[src/pkg/mib_pkg.sv]
// package for the module information register bank: layout, encodings, reset values
package mib_pkg;

  // register select: lsb picks the register within a row
  localparam int SEL_LSB_POS = 0;
  localparam logic SEL_POINTER = 1'h0;
  localparam logic SEL_OPTIONS = 1'h1;

  // bitstream pointer fields
  localparam int LOAD_ROW_LSB  = 0;
  localparam int LOAD_ROW_W    = 16;
  localparam int CLEAR_ROW_LSB = 16;
  localparam int CLEAR_ROW_W   = 16;

  // load options fields
  localparam int OPT_USED_W    = 13;
  localparam int RST_DUR_LSB   = 5;
  localparam int RST_DUR_W     = 8;
  localparam int RST_REQ_LSB   = 3;
  localparam int RST_REQ_W     = 2;
  localparam int STARTUP_POS   = 2;
  localparam int SHUT_REQ_LSB  = 0;
  localparam int SHUT_REQ_W    = 2;

  // reset values
  localparam logic [31:0] POINTER_RESET = 32'h0000_0000;
  localparam logic [12:0] OPTIONS_RESET = 13'h0000;

  // reset requirement codes
  typedef enum logic [1:0] {
    RST_NONE     = 2'h0,
    RST_RESERVED = 2'h1,
    RST_LOW      = 2'h2,
    RST_HIGH     = 2'h3
  } mib_rst_req_type;

  // shutdown requirement codes
  typedef enum logic [1:0] {
    SHUT_NONE     = 2'h0,
    SHUT_HW       = 2'h1,
    SHUT_HW_SW    = 2'h2,
    SHUT_SW_HW    = 2'h3
  } mib_shut_req_type;

endpackage

[src/mib_bank.sv]
// module information register bank: pointer and load options per module
// Summary of operation
// - select lsb: 0 pointer, 1 load options
// - access only in shutdown; else read zero
// - row n describes reconfigurable module n
// - pointer bits 15:0 give load image row
// - pointer bits 31:16 give clearing image row
// - options bits 31:13 read zero, writes dropped
// - duration field is reset length minus one
// - reset code: none, reserved, low, high
// - bit 2 requests software start-up
// - shutdown code: none, hw, hw-sw, sw-hw
`timescale 1ns/1ps
module mib_bank
  import mib_pkg::*;
#(
  parameter int NUM_RM     = 4,     // reconfigurable modules in this socket
  parameter int ROW_W      = 2,     // bits for the row part of register select
  parameter bit HAS_CLEAR  = 1'h0   // family needs a clearing image
) (
  // clock and reset
  input  wire logic                  ref_clk,
  input  wire logic                  rst,
  // register interface
  input  wire logic [ROW_W:0]        reg_sel,
  input  wire logic                  reg_wr,
  input  wire logic [31:0]           reg_wdata,
  output logic      [31:0]           reg_rdata,
  // socket manager state
  input  wire logic                  in_shutdown,
  // load request from the sequencer
  input  wire logic                  load_start,
  input  wire logic [ROW_W-1:0]      load_rm_id,
  // selected module's decoded information
  output logic      [LOAD_ROW_W-1:0] load_image_row,
  output logic      [CLEAR_ROW_W-1:0] clearing_image_row,
  output logic                       startup_needed,
  output logic      [1:0]            shutdown_mode,
  output logic      [1:0]            reset_mode,
  // module reset
  output logic                       rm_reset,
  output logic                       rm_reset_busy
);

  // layout of one row, as seen through reg_sel
  //   lsb 0, pointer:      15:0 load image row
  //                        31:16 clearing image row, or zero
  //   lsb 1, load options: 31:13 always zero
  //                        12:5 reset length minus one
  //                        4:3 reset code
  //                        2 software start-up flag
  //                        1:0 shutdown code
  // every field clears to zero on rst
  // both registers of a row are reachable only while in_shutdown is high

  // small decoders for the register side; row_exists also serves the load side

  // true when a row index names an implemented row; the select field can
  // reach more rows than exist when NUM_RM is not a power of two
  function automatic logic row_exists(input logic [ROW_W-1:0] r);
    row_exists = int'(r) < NUM_RM;
  endfunction

  // pointer value as stored: upper half reserved on some families;
  // dropping it at write time keeps reads and the load side in step
  function automatic logic [31:0] mask_ptr(input logic [31:0] v);
    mask_ptr = HAS_CLEAR ? v : {16'h0000, v[LOAD_ROW_W-1:0]};
  endfunction

  // options word as read back: reserved upper bits always zero
  function automatic logic [31:0] opt_word(input logic [OPT_USED_W-1:0] v);
    opt_word = 32'(v);
  endfunction

  // per-row storage; options keep only the used bits, so the reserved
  // bits cost no flops and can never read back as anything but zero
  logic [31:0]           ptr_q [NUM_RM];    // pointer rows, registered
  logic [31:0]           ptr_d [NUM_RM];    // pointer rows, next value
  logic [OPT_USED_W-1:0] opt_q [NUM_RM];    // options rows, registered
  logic [OPT_USED_W-1:0] opt_d [NUM_RM];    // options rows, next value
  logic [31:0]           rdata_q, rdata_d;  // registered read data

  // row and register from the select lines
  logic [ROW_W-1:0]  row;       // row part of the select
  logic              reg_pick;  // register within the row
  logic              row_ok;    // row is implemented
  logic              acc_ok;    // access allowed in this cycle
  logic [NUM_RM-1:0] row_wr;    // per-row write strobe

  assign row      = reg_sel[ROW_W:1];
  assign reg_pick = reg_sel[SEL_LSB_POS];
  assign row_ok   = row_exists(row);
  // the socket manager must be shut down for any access at all
  assign acc_ok   = in_shutdown && row_ok;

  // write decode, one generate slice per row
  // a write to a missing row or outside shutdown changes nothing;
  // back to back writes need no gap between them
  genvar g;
  generate
    for (g = 0; g < NUM_RM; g++) begin : g_row
      // write strobe of this row
      assign row_wr[g] = reg_wr && acc_ok && row == ROW_W'(g);

      // next value of this row: hold unless written now
      always_comb begin
        ptr_d[g] = ptr_q[g];
        opt_d[g] = opt_q[g];
        // writes outside shutdown are ignored
        if (row_wr[g]) begin
          if (reg_pick == SEL_POINTER) begin
            // pointer register
            ptr_d[g] = mask_ptr(reg_wdata);
          end else begin
            // load options register, reserved bits dropped
            opt_d[g] = reg_wdata[OPT_USED_W-1:0];
          end
        end
      end

      // row registers only; reset clears every field
      always_ff @(posedge ref_clk) begin
        if (rst) begin
          ptr_q[g] <= POINTER_RESET;
          opt_q[g] <= OPTIONS_RESET;
        end else begin
          ptr_q[g] <= ptr_d[g];
          opt_q[g] <= opt_d[g];
        end
      end
    end
  endgenerate

  // read mux; rows past NUM_RM and any read outside shutdown give zero
  // read data is registered, so it answers the select of the last cycle;
  // a read and a write of one register in the same cycle return the old value
  always_comb begin
    rdata_d = 32'h0000_0000;
    if (acc_ok) begin
      if (reg_pick == SEL_POINTER) begin
        // pointer: load row low, clearing row or zero high
        rdata_d = ptr_q[row];
      end else begin
        // options: used bits only
        rdata_d = opt_word(opt_q[row]);
      end
    end
  end

  // read data register only
  always_ff @(posedge ref_clk) begin
    if (rst) begin
      rdata_q <= 32'h0000_0000;
    end else begin
      rdata_q <= rdata_d;
    end
  end

  // read data leaves straight from the flop
  assign reg_rdata = rdata_q;

  // load side: information of the module named by load_rm_id
  logic                  id_ok;       // load id names an implemented row
  logic [OPT_USED_W-1:0] sel_opt;     // options row of the load id
  logic [31:0]           sel_ptr;     // pointer row of the load id
  logic [OPT_USED_W-1:0] info_opt_q;  // registered options of the load id
  logic [OPT_USED_W-1:0] info_opt_d;  // next options of the load id
  logic [31:0]           info_ptr_q;  // registered pointer of the load id
  logic [31:0]           info_ptr_d;  // next pointer of the load id

  // an id past the implemented rows loads nothing
  assign id_ok = row_exists(load_rm_id);

  // pick the row of the load id; a missing row looks like a reset row,
  // which decodes as no reset, no start-up and no shutdown
  always_comb begin
    sel_opt = OPTIONS_RESET;
    sel_ptr = POINTER_RESET;
    if (id_ok) begin
      sel_opt = opt_q[load_rm_id];
      sel_ptr = ptr_q[load_rm_id];
    end
    info_opt_d = sel_opt;
    info_ptr_d = sel_ptr;
  end

  // decode registers only; outputs lag load_rm_id by one cycle
  always_ff @(posedge ref_clk) begin
    if (rst) begin
      info_ptr_q <= POINTER_RESET;
      info_opt_q <= OPTIONS_RESET;
    end else begin
      info_ptr_q <= info_ptr_d;
      info_opt_q <= info_opt_d;
    end
  end

  // pointer fields; the clearing row reads zero without clearing images,
  // as the upper half was never stored
  assign load_image_row     = info_ptr_q[LOAD_ROW_LSB +: LOAD_ROW_W];
  assign clearing_image_row = info_ptr_q[CLEAR_ROW_LSB +: CLEAR_ROW_W];

  // load option fields
  assign startup_needed     = info_opt_q[STARTUP_POS];
  assign shutdown_mode      = info_opt_q[SHUT_REQ_LSB +: SHUT_REQ_W];
  assign reset_mode         = info_opt_q[RST_REQ_LSB +: RST_REQ_W];

  // reset pulse uses the live row so it starts the cycle after load_start;
  // the registered reset_mode above lags, so a sequencer should set
  // load_rm_id one cycle ahead when it wants both to agree;
  // a start while a pulse runs is dropped inside the pulse generator
  mib_rst_pulse u_pulse (
    .ref_clk  (ref_clk),
    .rst      (rst),
    .start    (load_start && id_ok),
    .duration (sel_opt[RST_DUR_LSB +: RST_DUR_W]),
    .req      (sel_opt[RST_REQ_LSB +: RST_REQ_W]),
    .rm_reset (rm_reset),
    .busy     (rm_reset_busy)
  );

endmodule // mib_bank

[src/mib_rst_pulse.sv]
// module reset pulse generator for one reconfigurable module load
`timescale 1ns/1ps
module mib_rst_pulse
  import mib_pkg::*;
(
  // clock and reset
  input  wire logic                 ref_clk,
  input  wire logic                 rst,
  // request
  input  wire logic                 start,
  input  wire logic [RST_DUR_W-1:0] duration,
  input  wire logic [1:0]           req,
  // output
  output logic                      rm_reset,
  output logic                      busy
);

  logic [RST_DUR_W-1:0] cnt_q, cnt_d;   // cycles left minus one
  logic                 act_q, act_d;   // pulse in progress
  logic                 pol_q, pol_d;   // 1 = active high
  logic                 out_q, out_d;   // registered reset level

  // next-state logic for the pulse counter
  always_comb begin
    cnt_d = cnt_q;
    act_d = act_q;
    pol_d = pol_q;
    if (act_q) begin
      if (cnt_q == '0) begin
        act_d = 1'h0;
      end else begin
        cnt_d = cnt_q - 8'h01;
      end
    end else if (start && (req == RST_LOW || req == RST_HIGH)) begin
      // code 00 and reserved 01 give no pulse, duration ignored
      act_d = 1'h1;
      cnt_d = duration;
      pol_d = (req == RST_HIGH);
    end
    // idle level follows the polarity: deasserted
    out_d = act_d ? pol_d : ~pol_d;
  end

  // registers only
  always_ff @(posedge ref_clk) begin
    if (rst) begin
      cnt_q <= '0;
      act_q <= 1'h0;
      pol_q <= 1'h1;
      out_q <= 1'h0;
    end else begin
      cnt_q <= cnt_d;
      act_q <= act_d;
      pol_q <= pol_d;
      out_q <= out_d;
    end
  end

  assign rm_reset = out_q;
  assign busy     = act_q;

endmodule // mib_rst_pulse

[config.mk]
export PLATFORM = sky130hd
export DESIGN_NAME = mib_bank
export DESIGN_NICKNAME = d
export VERILOG_FILES = /design/src/pkg/mib_pkg.sv /design/src/mib_bank.sv /design/src/mib_rst_pulse.sv
export SDC_FILE = /design/constraint.sdc
export NUM_CORES = 1
export LEC_CHECK = 0
export BUFFER_PORTS_ARGS = -buffer_cell sky130_fd_sc_hd__buf_2
export CAP_MARGIN = 0
export CORE_ASPECT_RATIO = 0.9
export CORE_UTILIZATION = 40
export CTS_BUF_LIST = sky130_fd_sc_hd__clkbuf_16
export CTS_CLUSTER_SIZE = 10
export DETAILED_ROUTE_END_ITERATION = 7
export GPL_ROUTABILITY_DRIVEN = 0
export PLACE_DENSITY = 0.6
export SYNTH_ARGS = -nofsm -noshare
export SYNTH_HDL_FRONTEND = slang
export SYNTH_HIERARCHICAL = 1
export SYNTH_SLANG_ARGS = --single-unit
[constraint.sdc]
create_clock -name ref_clk -period 2.85 [get_ports ref_clk]
set_input_delay 0.57 -clock ref_clk [delete_from_list [all_inputs] [get_ports ref_clk]]
set_output_delay 0.57 -clock ref_clk [all_outputs]
set_load 0.005 [all_outputs]
**Yosys cells after proc, flatten, opt, wreduce, memory -nomap -nowiden**

Memories as Yosys holds them, arrays and structs flattened. A register that Yosys moved wholly into a read port is not among the register bits.
Index checks and enable logic that the tools add are counted.

- Register bits after elaboration: 48
- Latch bits: 0
- Bits in writable memories: 180
- ROM bits: 0
- Input port bits: 42
- Output and inout port bits: 71
- Logic and storage cells: 100
- Memories kept: 2

Memory list:

| name | depth | bits a word | read ports | clocked after Yosys merged registers in | write ports | line | RTL |
|---|---|---|---|---|---|---|---|
| ptr_q | 4 | 32 | 2 | 1 | 4 | mib_bank.sv:77 | `logic [31:0] ptr_q [NUM_RM];` |
| opt_q | 4 | 13 | 2 | 0 | 4 | mib_bank.sv:79 | `logic [OPT_USED_W-1:0] opt_q [NUM_RM];` |

- $add $sub $neg: 1
- Multipliers: 0
- Divide/modulo/power cells: 0
- Order comparisons: 0
- Equality and inequality tests: 22
- Shift operators: 0
- Multiplexer cells: 37
- Bitwise operators: 10
- Reduce and logical (&&, ||, !) cells: 21

Operators by type and width:

| kind | count |
|---|---|
| $mux W32 | 12 |
| $mux W13 | 13 |
| $mux W8 | 3 |
| $reduce_and A3 Y1 | 8 |
| $ne A2 B2 Y1 const B | 9 |
| $mux W1 | 9 |
| $eq A2 B2 Y1 const B | 4 |
| $logic_not A8 Y1 | 1 |
| $ne A1 B1 Y1 const B | 8 |
| $or A1 B1 Y1 | 8 |
| $sub A8 B1 Y8 const B | 1 |
| $logic_and A1 B1 Y1 | 6 |
| $reduce_or A3 Y1 | 1 |
| $eq A2 B1 Y1 const B | 1 |
| $logic_not A2 Y1 | 1 |
| $not A1 Y1 | 2 |
| $reduce_and A2 Y1 | 1 |
| $reduce_bool A2 Y1 | 1 |
| $reduce_or A2 Y1 | 1 |
| $logic_or A1 B1 Y1 | 1 |

**Logic depth before layout (Yosys ltp)**

An unclocked memory read counts as a cell.

- Word-level depth: 8
- Mapped depth: 7
- Mapped depth without buffers: 6

**Modules after synthesis**

Netlist, hierarchy kept.

By module, submodules not included:

| module | times used | cells each | area an instance (um^2) | seq. area each (um^2) |
|---|---|---|---|---|
| mib_bank | 1 | 508 | 7154.4 | 4224.1 |
| mib_rst_pulse | 1 | 78 | 641.9 | 220.2 |

**Least setup slack after synthesis**

No wires, ideal clock.

- Path type: input-to-reg
- Start point: input reg_sel[2]
- End point: memory ptr_q[0][0] (enable)
- Setup time: 0.414 ns
- Data arrival time: 2.399 ns
- Data required time: 2.436 ns
- Path slack: 0.037 ns
- Stages on the path: 4
- Buffers on the path: 3
- Cell sequence: buf_2 > buf_4 > buf_2 > o31ai_1

RTL lines:

| what | line | RTL |
|---|---|---|
| from (decl) | mib_bank.sv:25 | `input wire logic [ROW_W:0] reg_sel,` |
| to (decl) | mib_bank.sv:77 |  |

==> run_results.csv <==
group,metric,value,unit
status,outcome,"completed",
synth,synth_fa_ha_area_share,0.1605,%
drt,viasPerCell,5.335,
clocking,cts_sinks,164,
setup_path,critPathRequiredTime,3140,ps
cells_and_area,nFillCells,1708,
synth,syn_inst,586,
die,dieArea,20050,um2
synth,synth_top_area_share,44.68,%
cells_and_area,multi_input_area,3064,um2
timing,holdWs,452.5,ps
grt,grt_first_pass_wirelength,29050,um
clocking,holdBufCountCts,0,
drt,vias,4940,
synth,synth.largest_area_cell,"edfxtp_1",
drt,drc_errors,0,
timing,relSlewSlack,21.02,%
cells_and_area,fin_area,9090,um2
synth,synth-simple-area-share,15.97,%
clocking,clock_path_buffers,2,
synth,syn_area,7796,um2
setup_path,critPathKind,"in2reg",
synth,avgSynthCellArea,13.30,um2
grt,antenna_found_initial,1,
pwr,power.total,6.054,mW
cells_and_area,drive_gt1_share,24.26,%
timing,finalSetupTns,0,ps
setup_path,startpoint,"rst",
timing,fin_crit,2009,ps
die,initial_utilization,40.69,%
clocking,clk_pin_slew_worst_paths,60,ps
flow_run,drv_cap,0,
clocking,cts_setup_buffers,0,
drt,wl_per_cell,20.52,um
cells_and_area,final_common_cell,"and2_1",
placed_design,dp_hpwl,12560,um
drt,drt_pass1_iterations,5,
timing,setup_viol,0,
setup_path,r2r_start,"u_pulse/cnt_q[0]$_SDFFE_PP0P_",
timing,drv_slew,0,
pwr,vdd_drop_max,0.0003422,V
synth,synth_mux_area_share,16.45,%
pwr,p_leak,3.616,nW
timing,hold_violations,0,
synth,synth_cell_types,47,
die,die_x,149.2,um
synth,synth-edff-count,116,
setup_path,cp_max_fo,18,
cells_and_area,seq_area,4444,um2
grt,grt_pass1_vias,4936,
grt,grt_max_degree,29,
grt,grt_usage,20.16,%
setup_path,end_kind,"flop",
die,row_count,48,
synth,synth_area_leaders,"edfxtp_1, dfxtp_1, and2_1",
setup_path,startpoint_type,"input port",
die,fp.coreArea,19160,um2
drt,final_antenna_net_count,0,
timing,clock.fmax,0.4977,GHz
die,die_h,134.4,um
grt,overflow,0,
synth,yosysWarnings,6,
cells_and_area,fin_nets,706,
cells_and_area,layout_common_cells,"and2_1, edfxtp_1, buf_2",
placed_design,pre_cts_slack,438.9,ps
synth,synth_compound_area_share,4.831,%
timing,setup_ws,840.8,ps
clocking,cts.htree.levels,4,
timing,fin_crit_sh,70.50,%
die,io_pins,113,
pwr,powerDensity,666.1,nW/um2
clocking,cts_tree,"done",
clocking,numCtsBuffers,17,
cells_and_area,diodes,0,
setup_path,r2r-end,"u_pulse/cnt_q[5]$_SDFFE_PP0P_",
synth,synth_top_family_by_area,"multiplexers",
synth,ys_ff_latch,164,
synth,yosysSeqAreaShare,57.01,%
setup_path,r2r_slack,900,ps
clocking,post_cts_resize_count,0,
timing,max_slew.worst_pin.slew,1180,ps
clocking,worst_skew_pair.late_latency,430,ps
timing,clock_skew,7.259,ps
clocking,cts-root-buf,"clkbuf_16",
synth,synthArstFlopShare,0,%
setup_path,reg2regPathDepth,6,
synth,synth_xor_area_share,0.1123,%
timing,rsz0062_at_grt,"no",
setup_path,arrival,2300,ps
placed_design,port-buffer-count,64,
drt,routed_wl,19000,um
drt,drtIter0Drc,332,
placed_design,dpl_cell_area,8409,um2
min_path,hold_class,"in2reg",
setup_path,crit_end,"opt_q[2][8]$_SDFFCE_PN0P_",
synth,synth_ff_type,"edfxtp_1",
cells_and_area,syn2layout_area_growth,16.59,%
==> worst min path at each step <==
stage	from	end	cells after the start
floorplan	u_pulse/cnt_q[1]$_SDFFE_PP0P_	u_pulse/cnt_q[1]$_SDFFE_PP0P_	2
global placement	u_pulse/cnt_q[1]$_SDFFE_PP0P_	u_pulse/cnt_q[1]$_SDFFE_PP0P_	2
detailed placement	u_pulse/pol_q$_SDFF_PP1_	u_pulse/pol_q$_SDFF_PP1_	2
CTS	reg_wdata[14]	ptr_q[3][14]$_SDFFCE_PN0P_	2
global route	reg_wdata[13]	ptr_q[0][13]$_SDFFCE_PN0P_	2
finish	reg_wdata[14]	ptr_q[3][14]$_SDFFCE_PN0P_	2
==> kinds of logic (layout without fill, tap and decap cells) <==
group	after synthesis	in the layout
AO/OA/AOI/OAI	60	60
XOR/XNOR	1	1
adder cells (fa/ha/maj)	1	1
buffers and inverters	73	132
flip-flops	164	164
multiplexers	88	88
other	1	32
AND/OR/NAND/NOR	198	198
==> cells in the mapped netlist, drive strengths merged, types with 2 or more instances <==
library cell	instances
a211oi	3
a21oi	8
and2	137
and3	5
buf	48
clkbuf	17
dfxtp	48
edfxtp	116
inv	8
mux2i	55
mux4	32
nand2	10
nand2b	3
nand3	2
nand4b	2
nand4bb	3
nor2	12
nor3	3
nor4b	2
o21ai	12
o22ai	27
o31ai	2
or2	13
==> report_power, final <==
group          internal [mW]  total (mW)  switching, mW  leakage (nW)
sequential              2.71        2.80         0.0848          1.51
combinational          0.287       0.625          0.338          1.78
clock                   1.69        2.63          0.943         0.332
total                   4.69        6.05           1.37          3.62
==> sequential cells by signal (all words and copies together) (netlist names) <==
register,cells
u_pulse/pol_q,1
opt_q,52
u_pulse/rm_reset,1
info_opt_q,5
info_ptr_q,16
reg_rdata,16
u_pulse/busy,1
ptr_q,64
u_pulse/cnt_q,8
==> layout make-up <==
| class | instances | share of cell area, % |
|---|---|---|
| timing repair buffer | 92 | 6.139 |
| clock buffer | 18 | 4.955 |
| tap | 250 | 3.441 |
| inverter | 8 | 0.3304 |
| sequential | 164 | 48.89 |
| multi-input combinational | 380 | 33.71 |
| clock inverter | 14 | 2.533 |
==> metrics by stage <==
step,instances,utilization (%)
2_1_floorplan,617,-
3_3_place_gp,894,43.89
3_5_place_dp,894,43.89
4_1_cts,926,47.45
5_1_grt,926,47.45
6_report,926,47.45
==> metal layers <==
metal	part of all wire [%]	global-route usage, %	up-vias
li1	-	-	2237
met1	45	27.34	2503
met2	47	32.12	166
met3	5.5	4.048	32
met4	2.0	7.029	2
met5	0.058	0	-
==> critical path: stages <==
cell	delay (ps)
buf_2	220
nand4b_1	310
nor2_1	940
and2_1	240
Note: power is estimated with default switching activity, not from simulation.
